File: src/scp_defines.svh
// Constants of the serial configuration port: word layout, control bits, reset values.
// Summary of operation
// Shift bits only while select is low.
// Sample data on each rising shift edge.
// Load the addressed register every 24th edge.
// Discard a trailing partial group of bits.
// Edge counter restarts at select fall, counts 24s.
// Word is 8 address bits, 16 data bits.
// Work from fast shift clocks down to hertz.
// Host writes zero into unused data bits.
// Host sets readback enable before any read.
// Readback drives the addressed register's 16 bits.
// Update readback bits after falling shift edges.
// Host captures readback on rise or next fall.
// Readback mode still accepts control register writes.
// Readback enable set turns cycles into reads.
// Output driver off unless readback is enabled.
// Soft reset bit clears everything, self clears.
// All registers reset to zero.
// Bits travel most significant first.
// Select rising mid-word resets the edge counter.
`ifndef SCP_DEFINES_SVH
`define SCP_DEFINES_SVH

`define SCP_WORD_BITS 24
`define SCP_ADDR_BITS 8
`define SCP_DATA_BITS 16
`define SCP_REG_COUNT 256
`define SCP_COUNT_LAST 5'h17
`define SCP_COUNT_ADDR_LAST 5'h07
`define SCP_COUNT_DATA_FIRST 5'h08
`define SCP_REG_CTRL 8'h00
`define SCP_CTRL_SOFT_RESET 0
`define SCP_CTRL_READBACK 1
`define SCP_RESET_VALUE 16'h0000

`endif

File: src/scp_pkg.sv
// Types shared by the serial configuration port and its register store.
package scp_pkg;

	typedef logic [7:0] scp_addr_t;
	typedef logic [15:0] scp_data_t;
	typedef logic [4:0] scp_count_t;
	typedef logic [22:0] scp_shift_t;

	typedef enum logic [0:0] {
		SCP_IDLE = 1'b0,
		SCP_SHIFT = 1'b1
	} scp_state_e;

endpackage

File: src/scp_regfile.sv
// Register store of the configuration port with per-entry valid bits and registered read data.
`timescale 1ns/1ps
`include "scp_defines.svh"

module scp_regfile import scp_pkg::*; (
	input wire logic core_clk,
	input wire logic resetn,
	input wire logic clear,
	input wire logic wr_en,
	input wire scp_addr_t wr_addr,
	input wire scp_data_t wr_data,
	input wire scp_addr_t rd_addr,
	output scp_data_t rd_data
);

	scp_data_t mem [0:`SCP_REG_COUNT-1];
	logic [`SCP_REG_COUNT-1:0] valid;
	logic [`SCP_REG_COUNT-1:0] next_valid;
	scp_data_t next_rd_data;

	// An entry never written since the last clear reads as its reset value.
	genvar i;
	generate
		for (i = 0; i < `SCP_REG_COUNT; i++) begin : g_valid
			always_comb begin
				if (clear) begin
					next_valid[i] = 1'b0;
				end else if (wr_en && wr_addr == 8'(i)) begin
					next_valid[i] = 1'b1;
				end else begin
					next_valid[i] = valid[i];
				end
			end
		end
	endgenerate

	always_comb begin
		if (valid[rd_addr]) begin
			next_rd_data = mem[rd_addr];
		end else begin
			next_rd_data = `SCP_RESET_VALUE;
		end
	end

	always_ff @(posedge core_clk) begin
		if (!resetn) begin
			valid <= '0;
			rd_data <= `SCP_RESET_VALUE;
		end else begin
			valid <= next_valid;
			rd_data <= next_rd_data;
		end
	end

	always_ff @(posedge core_clk) begin
		if (wr_en) begin
			mem[wr_addr] <= wr_data;
		end
	end

endmodule

File: src/scp_port.sv
// Serial configuration port: samples the host's select, shift clock and data, loads registers
// and returns register contents in readback mode.
`timescale 1ns/1ps
`include "scp_defines.svh"

module scp_port import scp_pkg::*; (
	input wire logic core_clk,
	input wire logic resetn,
	input wire logic hw_reset,
	input wire logic port_select_n,
	input wire logic shift_clk,
	input wire logic shift_data_in,
	output logic shift_data_out,
	output logic shift_data_out_oe_n,
	output logic readback_enabled,
	output logic cfg_wr_valid,
	output scp_addr_t cfg_wr_addr,
	output scp_data_t cfg_wr_data
);

	// Pin synchronisers. Only the second stage and later are read by logic.
	logic sel_meta;
	logic sel_sync;
	logic sclk_meta;
	logic sclk_sync;
	logic sclk_prev;
	logic sdi_meta;
	logic sdi_sync;
	logic rst_meta;
	logic rst_sync;

	// Word assembly state.
	scp_state_e state;
	scp_state_e next_state;
	scp_count_t count;
	scp_count_t next_count;
	scp_shift_t shift;
	scp_shift_t next_shift;

	// Control and readback state.
	logic next_readback_enabled;
	logic rd_pending;
	logic next_rd_pending;
	scp_data_t out_shift;
	scp_data_t next_out_shift;
	logic next_shift_data_out;
	logic next_shift_data_out_oe_n;
	logic next_cfg_wr_valid;
	scp_addr_t next_cfg_wr_addr;
	scp_data_t next_cfg_wr_data;

	// Register store access, driven combinationally from this clock domain.
	logic mem_clear;
	logic mem_wr_en;
	scp_addr_t mem_wr_addr;
	scp_data_t mem_wr_data;
	scp_addr_t mem_rd_addr;
	scp_data_t mem_rd_data;

	// Decoded edges and the word just completed.
	logic sclk_rise;
	logic sclk_fall;
	logic word_done;
	scp_addr_t word_addr;
	scp_data_t word_data;

	scp_regfile u_regfile (
		.core_clk(core_clk),
		.resetn(resetn),
		.clear(mem_clear),
		.wr_en(mem_wr_en),
		.wr_addr(mem_wr_addr),
		.wr_data(mem_wr_data),
		.rd_addr(mem_rd_addr),
		.rd_data(mem_rd_data)
	);

	// The host's pins belong to no clock of ours; each passes two flops first.
	always_ff @(posedge core_clk) begin
		if (!resetn) begin
			sel_meta <= 1'b1;
			sel_sync <= 1'b1;
			sclk_meta <= 1'b0;
			sclk_sync <= 1'b0;
			sclk_prev <= 1'b0;
			sdi_meta <= 1'b0;
			sdi_sync <= 1'b0;
			rst_meta <= 1'b0;
			rst_sync <= 1'b0;
		end else begin
			sel_meta <= port_select_n;
			sel_sync <= sel_meta;
			sclk_meta <= shift_clk;
			sclk_sync <= sclk_meta;
			sclk_prev <= sclk_sync;
			sdi_meta <= shift_data_in;
			sdi_sync <= sdi_meta;
			rst_meta <= hw_reset;
			rst_sync <= rst_meta;
		end
	end

	// Edges are found by sampling, so any duty cycle and any slow rate is accepted; the shift
	// clock must stay well below a quarter of the core clock for both phases to be seen.
	always_comb begin
		sclk_rise = sclk_sync & ~sclk_prev & ~sel_sync;
		sclk_fall = ~sclk_sync & sclk_prev & ~sel_sync;
	end

	// Select state: a word group is only open while select stays low.
	always_comb begin
		if (sel_sync) begin
			next_state = SCP_IDLE;
		end else begin
			next_state = SCP_SHIFT;
		end
	end

	// Bit counter and input shifter.
	always_comb begin
		next_count = count;
		next_shift = shift;
		word_done = 1'b0;
		// A fresh select pulse always opens a new word, whatever a cut word left behind.
		if (sel_sync || (state == SCP_IDLE && !sclk_rise)) begin
			next_count = 5'h00;
		end
		if (sel_sync) begin
			next_count = 5'h00;
		end else if (sclk_rise) begin
			next_shift = {shift[21:0], sdi_sync};
			if (count == `SCP_COUNT_LAST) begin
				next_count = 5'h00;
				word_done = 1'b1;
			end else begin
				next_count = count + 5'h01;
			end
		end
	end

	// The completed word: address first, then data, most significant bit leading.
	always_comb begin
		word_addr = shift[22:15];
		word_data = {shift[14:0], sdi_sync};
	end

	// Register loads, soft reset and readback enable.
	always_comb begin
		next_readback_enabled = readback_enabled;
		next_cfg_wr_valid = 1'b0;
		next_cfg_wr_addr = cfg_wr_addr;
		next_cfg_wr_data = cfg_wr_data;
		mem_clear = rst_sync;
		mem_wr_en = 1'b0;
		mem_wr_addr = word_addr;
		mem_wr_data = word_data;
		if (rst_sync) begin
			next_readback_enabled = 1'b0;
		end else if (word_done) begin
			if (word_addr == `SCP_REG_CTRL) begin
				// The control register stays writable in readback mode.
				if (word_data[`SCP_CTRL_SOFT_RESET]) begin
					// The soft reset bit is never stored, so it reads back as zero.
					mem_clear = 1'b1;
					next_readback_enabled = 1'b0;
				end else begin
					mem_wr_en = 1'b1;
					next_readback_enabled = word_data[`SCP_CTRL_READBACK];
				end
				next_cfg_wr_valid = 1'b1;
				next_cfg_wr_addr = word_addr;
				next_cfg_wr_data = word_data;
				next_cfg_wr_data[`SCP_CTRL_SOFT_RESET] = 1'b0;
			end else if (!readback_enabled) begin
				mem_wr_en = 1'b1;
				next_cfg_wr_valid = 1'b1;
				next_cfg_wr_addr = word_addr;
				next_cfg_wr_data = word_data;
			end
			// With readback enabled other addresses are read requests and store nothing.
		end
	end

	// The read is issued as soon as the eighth address bit arrives, ahead of the first
	// falling edge of the data phase.
	always_comb begin
		mem_rd_addr = {shift[6:0], sdi_sync};
		next_rd_pending = sclk_rise && count == `SCP_COUNT_ADDR_LAST && readback_enabled;
	end

	// Readback shifter: one bit per falling edge through the sixteen data clocks.
	always_comb begin
		next_out_shift = out_shift;
		next_shift_data_out = shift_data_out;
		if (sel_sync) begin
			next_shift_data_out = 1'b0;
		end else if (rd_pending) begin
			next_out_shift = mem_rd_data;
		end else if (sclk_fall && readback_enabled && count >= `SCP_COUNT_DATA_FIRST) begin
			next_shift_data_out = out_shift[15];
			next_out_shift = {out_shift[14:0], 1'b0};
		end
		next_shift_data_out_oe_n = ~next_readback_enabled;
	end

	// Word assembly state.
	always_ff @(posedge core_clk) begin
		if (!resetn) begin
			state <= SCP_IDLE;
			count <= 5'h00;
			shift <= 23'h000000;
		end else begin
			state <= next_state;
			count <= next_count;
			shift <= next_shift;
		end
	end

	// Control state and the load report; the report holds its last word between pulses.
	always_ff @(posedge core_clk) begin
		if (!resetn) begin
			readback_enabled <= 1'b0;
			cfg_wr_valid <= 1'b0;
			cfg_wr_addr <= 8'h00;
			cfg_wr_data <= `SCP_RESET_VALUE;
		end else begin
			readback_enabled <= next_readback_enabled;
			cfg_wr_valid <= next_cfg_wr_valid;
			cfg_wr_addr <= next_cfg_wr_addr;
			cfg_wr_data <= next_cfg_wr_data;
		end
	end

	// Readback output state. The driver comes out of reset released so a shared line
	// is never fought over while the host is still setting up.
	always_ff @(posedge core_clk) begin
		if (!resetn) begin
			rd_pending <= 1'b0;
			out_shift <= `SCP_RESET_VALUE;
			shift_data_out <= 1'b0;
			shift_data_out_oe_n <= 1'b1;
		end else begin
			rd_pending <= next_rd_pending;
			out_shift <= next_out_shift;
			shift_data_out <= next_shift_data_out;
			shift_data_out_oe_n <= next_shift_data_out_oe_n;
		end
	end

endmodule

File: config.mk
export PLATFORM = sky130hd
export DESIGN_NAME = scp_port
export DESIGN_NICKNAME = d
export VERILOG_FILES = /design/src/scp_pkg.sv /design/src/scp_regfile.sv /design/src/scp_port.sv
export VERILOG_INCLUDE_DIRS = /design/src /design/src/src
export SDC_FILE = /design/constraint.sdc
export NUM_CORES = 2
export LEC_CHECK = 0
export BUFFER_PORTS_ARGS = -buffer_cell sky130_fd_sc_hd__buf_2
export CORE_UTILIZATION = 30
export CTS_BUF_LIST = sky130_fd_sc_hd__clkbuf_8
export CTS_CLUSTER_SIZE = 14
export DETAILED_ROUTE_END_ITERATION = 12
export HOLD_SLACK_MARGIN = 0.08
export PLACE_DENSITY = 0.43
export RECOVER_POWER = 100
export SYNTH_ARGS = -nofsm -noshare
export SYNTH_HDL_FRONTEND = slang
export SYNTH_HIERARCHICAL = 1
export SYNTH_SLANG_ARGS = --single-unit
File: constraint.sdc
create_clock -name core_clk -period 5.58 [get_ports core_clk]
set_clock_uncertainty 0.05 [all_clocks]
set_input_delay 0 -clock core_clk [delete_from_list [all_inputs] [get_ports core_clk]]
set_output_delay 0 -clock core_clk [all_outputs]
set_load 0.03 [all_outputs]
==> metrics.txt <==
failing checks max-capacitance violations, max-slew violations; Initial Util 30.2%; Sink Count 4451; max-cap violation count 63; setup TNS 0 ns; Port Buffers 33; root buffer cell clkbuf_8; max frequency 186 MHz; I/O pin total 34; hold_buf cts 17; Avg Cell Area, Syn 19.6 µm²; Clk pwr share 42.7%; outcome complete, but fails checks; WL final 535000 µm; Crit Path Category flip-flop to flip-flop; layout cells sized above 1 24.7%; DRC 0; die area 572000 µm²; vias in the first global route 92300; CORE AREA 566000 µm²; RSZ-0062 raised after global routing false; Vias per Instance 5.06; Clock Tree Buf Depth 4; Pre-antenna DRT Iters 5; worst slack, placed 0.198 ns; Final nets 9617; maximum vdd drop 0.212 mV; final max-slew violation count 2746; GRT Overall Usage 18.3%; CP max FO 37; initial antenna violation count 37; Reg2Reg Setup Slack 0.19 ns; Setup crit start sdi_sync; Seq cells post-synth 4451; Flop pwr share 56.2%; Final Hold Vio Count 0; Synthesis Warnings 6; Die Ht 756 µm; Post-CTS Resized 0; Multi-input gate area 38000 µm²; Seq/Total Area, Yosys 76.2%; Pwr Total 63.9 mW; hold path start cfg_wr_addr[7]; Pwr Density 326 nW/µm²; cell internal pwr 49.8 mW; data required time of the worst path 6.38 ns; # Post-CTS Setup Buffers 0; startpoint class of the critical path flip-flop; Worst Max-Slew Pin Slew 4.56 ns; H-tree Lvls 6; Comb power frac 1.1%; Net Sw Frac 22.2%; Worst Hold Class flip-flop to flip-flop; detailed-placement wirelength estimate 324000 µm; top cell type's share of synthesized area 72.0%; largest net degree at the start of global routing 186; post-route clock period utilization 96.5%; Synth area leaders edfxtp_1 (72%), mux4_2 (9.0%), dfxtp_1 (4.2%), mux2i_1 (3.0%), mux2_2 (2.1%); Final Critical Period 5.39 ns; EDFF count, synth 4096; count of unique library cells instantiated by Yosys 66; Synth area leader edfxtp_1; Filler Cells Inserted 53200; relative slew slack -204%; clock-pin slew on the worst setup and hold paths 0.06 ns; Seq. cell area 130000 µm²; Area Overhead vs Synth 14.9%; DR iter-0 viols 8065; RR Startpoint sdi_sync; Cell Area, Synth 171000 µm²; clk_lat worst skew 1.32 ns; first-pass GRT wire length 744000 µm; ANT nets after route 0; syn nets 8724; row cnt 276; GPL Wtd Cong 0.781; cells after synthesis 8717; Async SR Flop Fraction 0%; CTS tree built; die width 756 µm; DR vias 89800; Net Sw Power 14.2 mW; ys flop type edfxtp_1; gr ovfl total 0; Lkg Pwr 60.7 nW; Critical Path AT 6.19 ns; Finish-stage setup viols 0; DR WL/cell 30.2 µm; PnR worst setup slack 0.193 ns; Hold WS 0.411 ns; CP endpoint kind flip-flop; total CTS buffers 751
final timing paths:
path,endpoint,cells past startpoint
setup / recovery,u_regfile/mem[0][8],8
hold / removal,cfg_wr_addr[7],2
setup reg to reg,u_regfile/mem[0][8],8
hold reg to reg,cfg_wr_addr[7],2
layout by cell type (no fill, tap or decap), types with 12 or more instances in the layout:
cell type	Yosys	final
edfxtp_1	4096	4096
clkbuf_8	0	785
mux4_2	686	686
mux2i_1	514	514
a22oi_1	376	376
dfxtp_1	355	349
mux2_2	321	321
inv_1	5	310
buf_4	101	256
o21a_1	256	256
nand2_1	231	228
nor2_1	302	210
clkbuf_1	204	210
a21oi_1	185	185
o22ai_1	179	179
clkinv_1	0	156
clkbuf_2	0	140
nand3_1	123	121
nor3_1	91	90
nor2_2	0	88
a211oi_1	67	68
clkinv_2	0	62
a22o_1	56	56
buf_12	6	51
a221oi_1	45	41
nor4_1	33	33
nor2b_1	34	30
a21boi_0	25	25
nand4_1	21	21
diode_2	0	18
and3_1	17	17
dlygate4sd3_1	0	16
a31oi_1	16	16
o211a_1	15	15
inv_12	0	15
o211ai_1	14	14
nand2b_1	16	12
cells in the mapped netlist (5+ instances only):
library cell	instances
a211oi_1	67
a21boi_0	25
a21oi_1	185
a221oi_1	45
a22o_1	56
a22oi_1	376
a31oi_1	16
and2_1	13
and3_1	17
buf_1	34
buf_12	6
buf_2	159
buf_4	101
buf_6	34
buf_8	6
clkbuf_1	204
dfxtp_1	355
edfxtp_1	4096
inv_1	5
mux2_2	321
mux2i_1	514
mux4_2	686
nand2_1	231
nand2b_1	16
nand3_1	123
nand4_1	21
nor2_1	302
nor2b_1	34
nor3_1	91
nor4_1	33
o211a_1	15
o211ai_1	14
o21a_1	256
o21ai_0	12
o22ai_1	179
o311ai_1	17
or2_2	5
per-stage QoR:
| stage | area, µm² | cells | util (%) |
|---|---|---|---|
| after floorplan | 171000 | 8717 | - |
| after global placement | 183000 | 16300 | 32.4 |
| after detailed placement | 183000 | 16300 | 32.4 |
| after CTS | 198000 | 17700 | 34.9 |
| after global routing | 196000 | 17700 | 34.7 |
| final | 196000 | 17800 | 34.7 |
critical path, cell delays in order, from the launching register on:
cell and delay [ns]:
dfxtp_4 0.99, clkbuf_1 0.63, a21boi_0 0.38, and2_0 0.31
nand2_1 0.36, clkbuf_1 0.94, clkbuf_2 0.65, nor2_1 0.10
clkbuf_2 0.43
routing by layer:
layer	vias to the layer above	wire length [µm]	GRT usage (%)
li1	37800	-	-
met1	48600	234000	25.1
met2	2633	259000	30.5
met3	739	27400	2.66
met4	4	14300	4.51
met5	-	27	0
sequential cells by signal, summed over array words and instances (netlist names), 5 cells and up:
name and count:
count 5, u_regfile/rd_data 16, out_shift 16, shift 23
u_regfile/mem 4096, cfg_wr_addr 8, u_regfile/valid 256, cfg_wr_data 16
cell type report:
cell class | count | area share, %
sequential | 4451 | 66.3
antenna | 18 | 0.0230
clock inverter | 589 | 1.61
inverter | 6 | 0.0115
multi-input combinational | 3715 | 19.3
tap | 7506 | 4.79
clock buffer | 785 | 5.51
timing repair buffer | 685 | 2.39
cell families after synthesis:
| family | share of synthesized area, % |
|---|---|
| multiplexers | 14.2 |
| AND/OR/NAND/NOR | 2.43 |
| buffers and inverters | 1.80 |
| flip-flops | 76.2 |
| adder cells (fa/ha/maj) | 0.00733 |
| AO/OA/AOI/OAI | 5.36 |
power by group through the flow:
stage / Clock, mW / Sequential (mW) / Combinational [mW]
6_report: 27.3 / 35.9 / 0.721
5_1_grt: 29.5 / 35.9 / 0.768
4_1_cts: 28.2 / 35.9 / 0.744
3_5_place_dp: 0 / 36.6 / 0.734
3_3_place_gp: 0 / 36.6 / 0.730
2_1_floorplan: 0 / 36.6 / 0.507
Power figures use the tool's default switching activity.
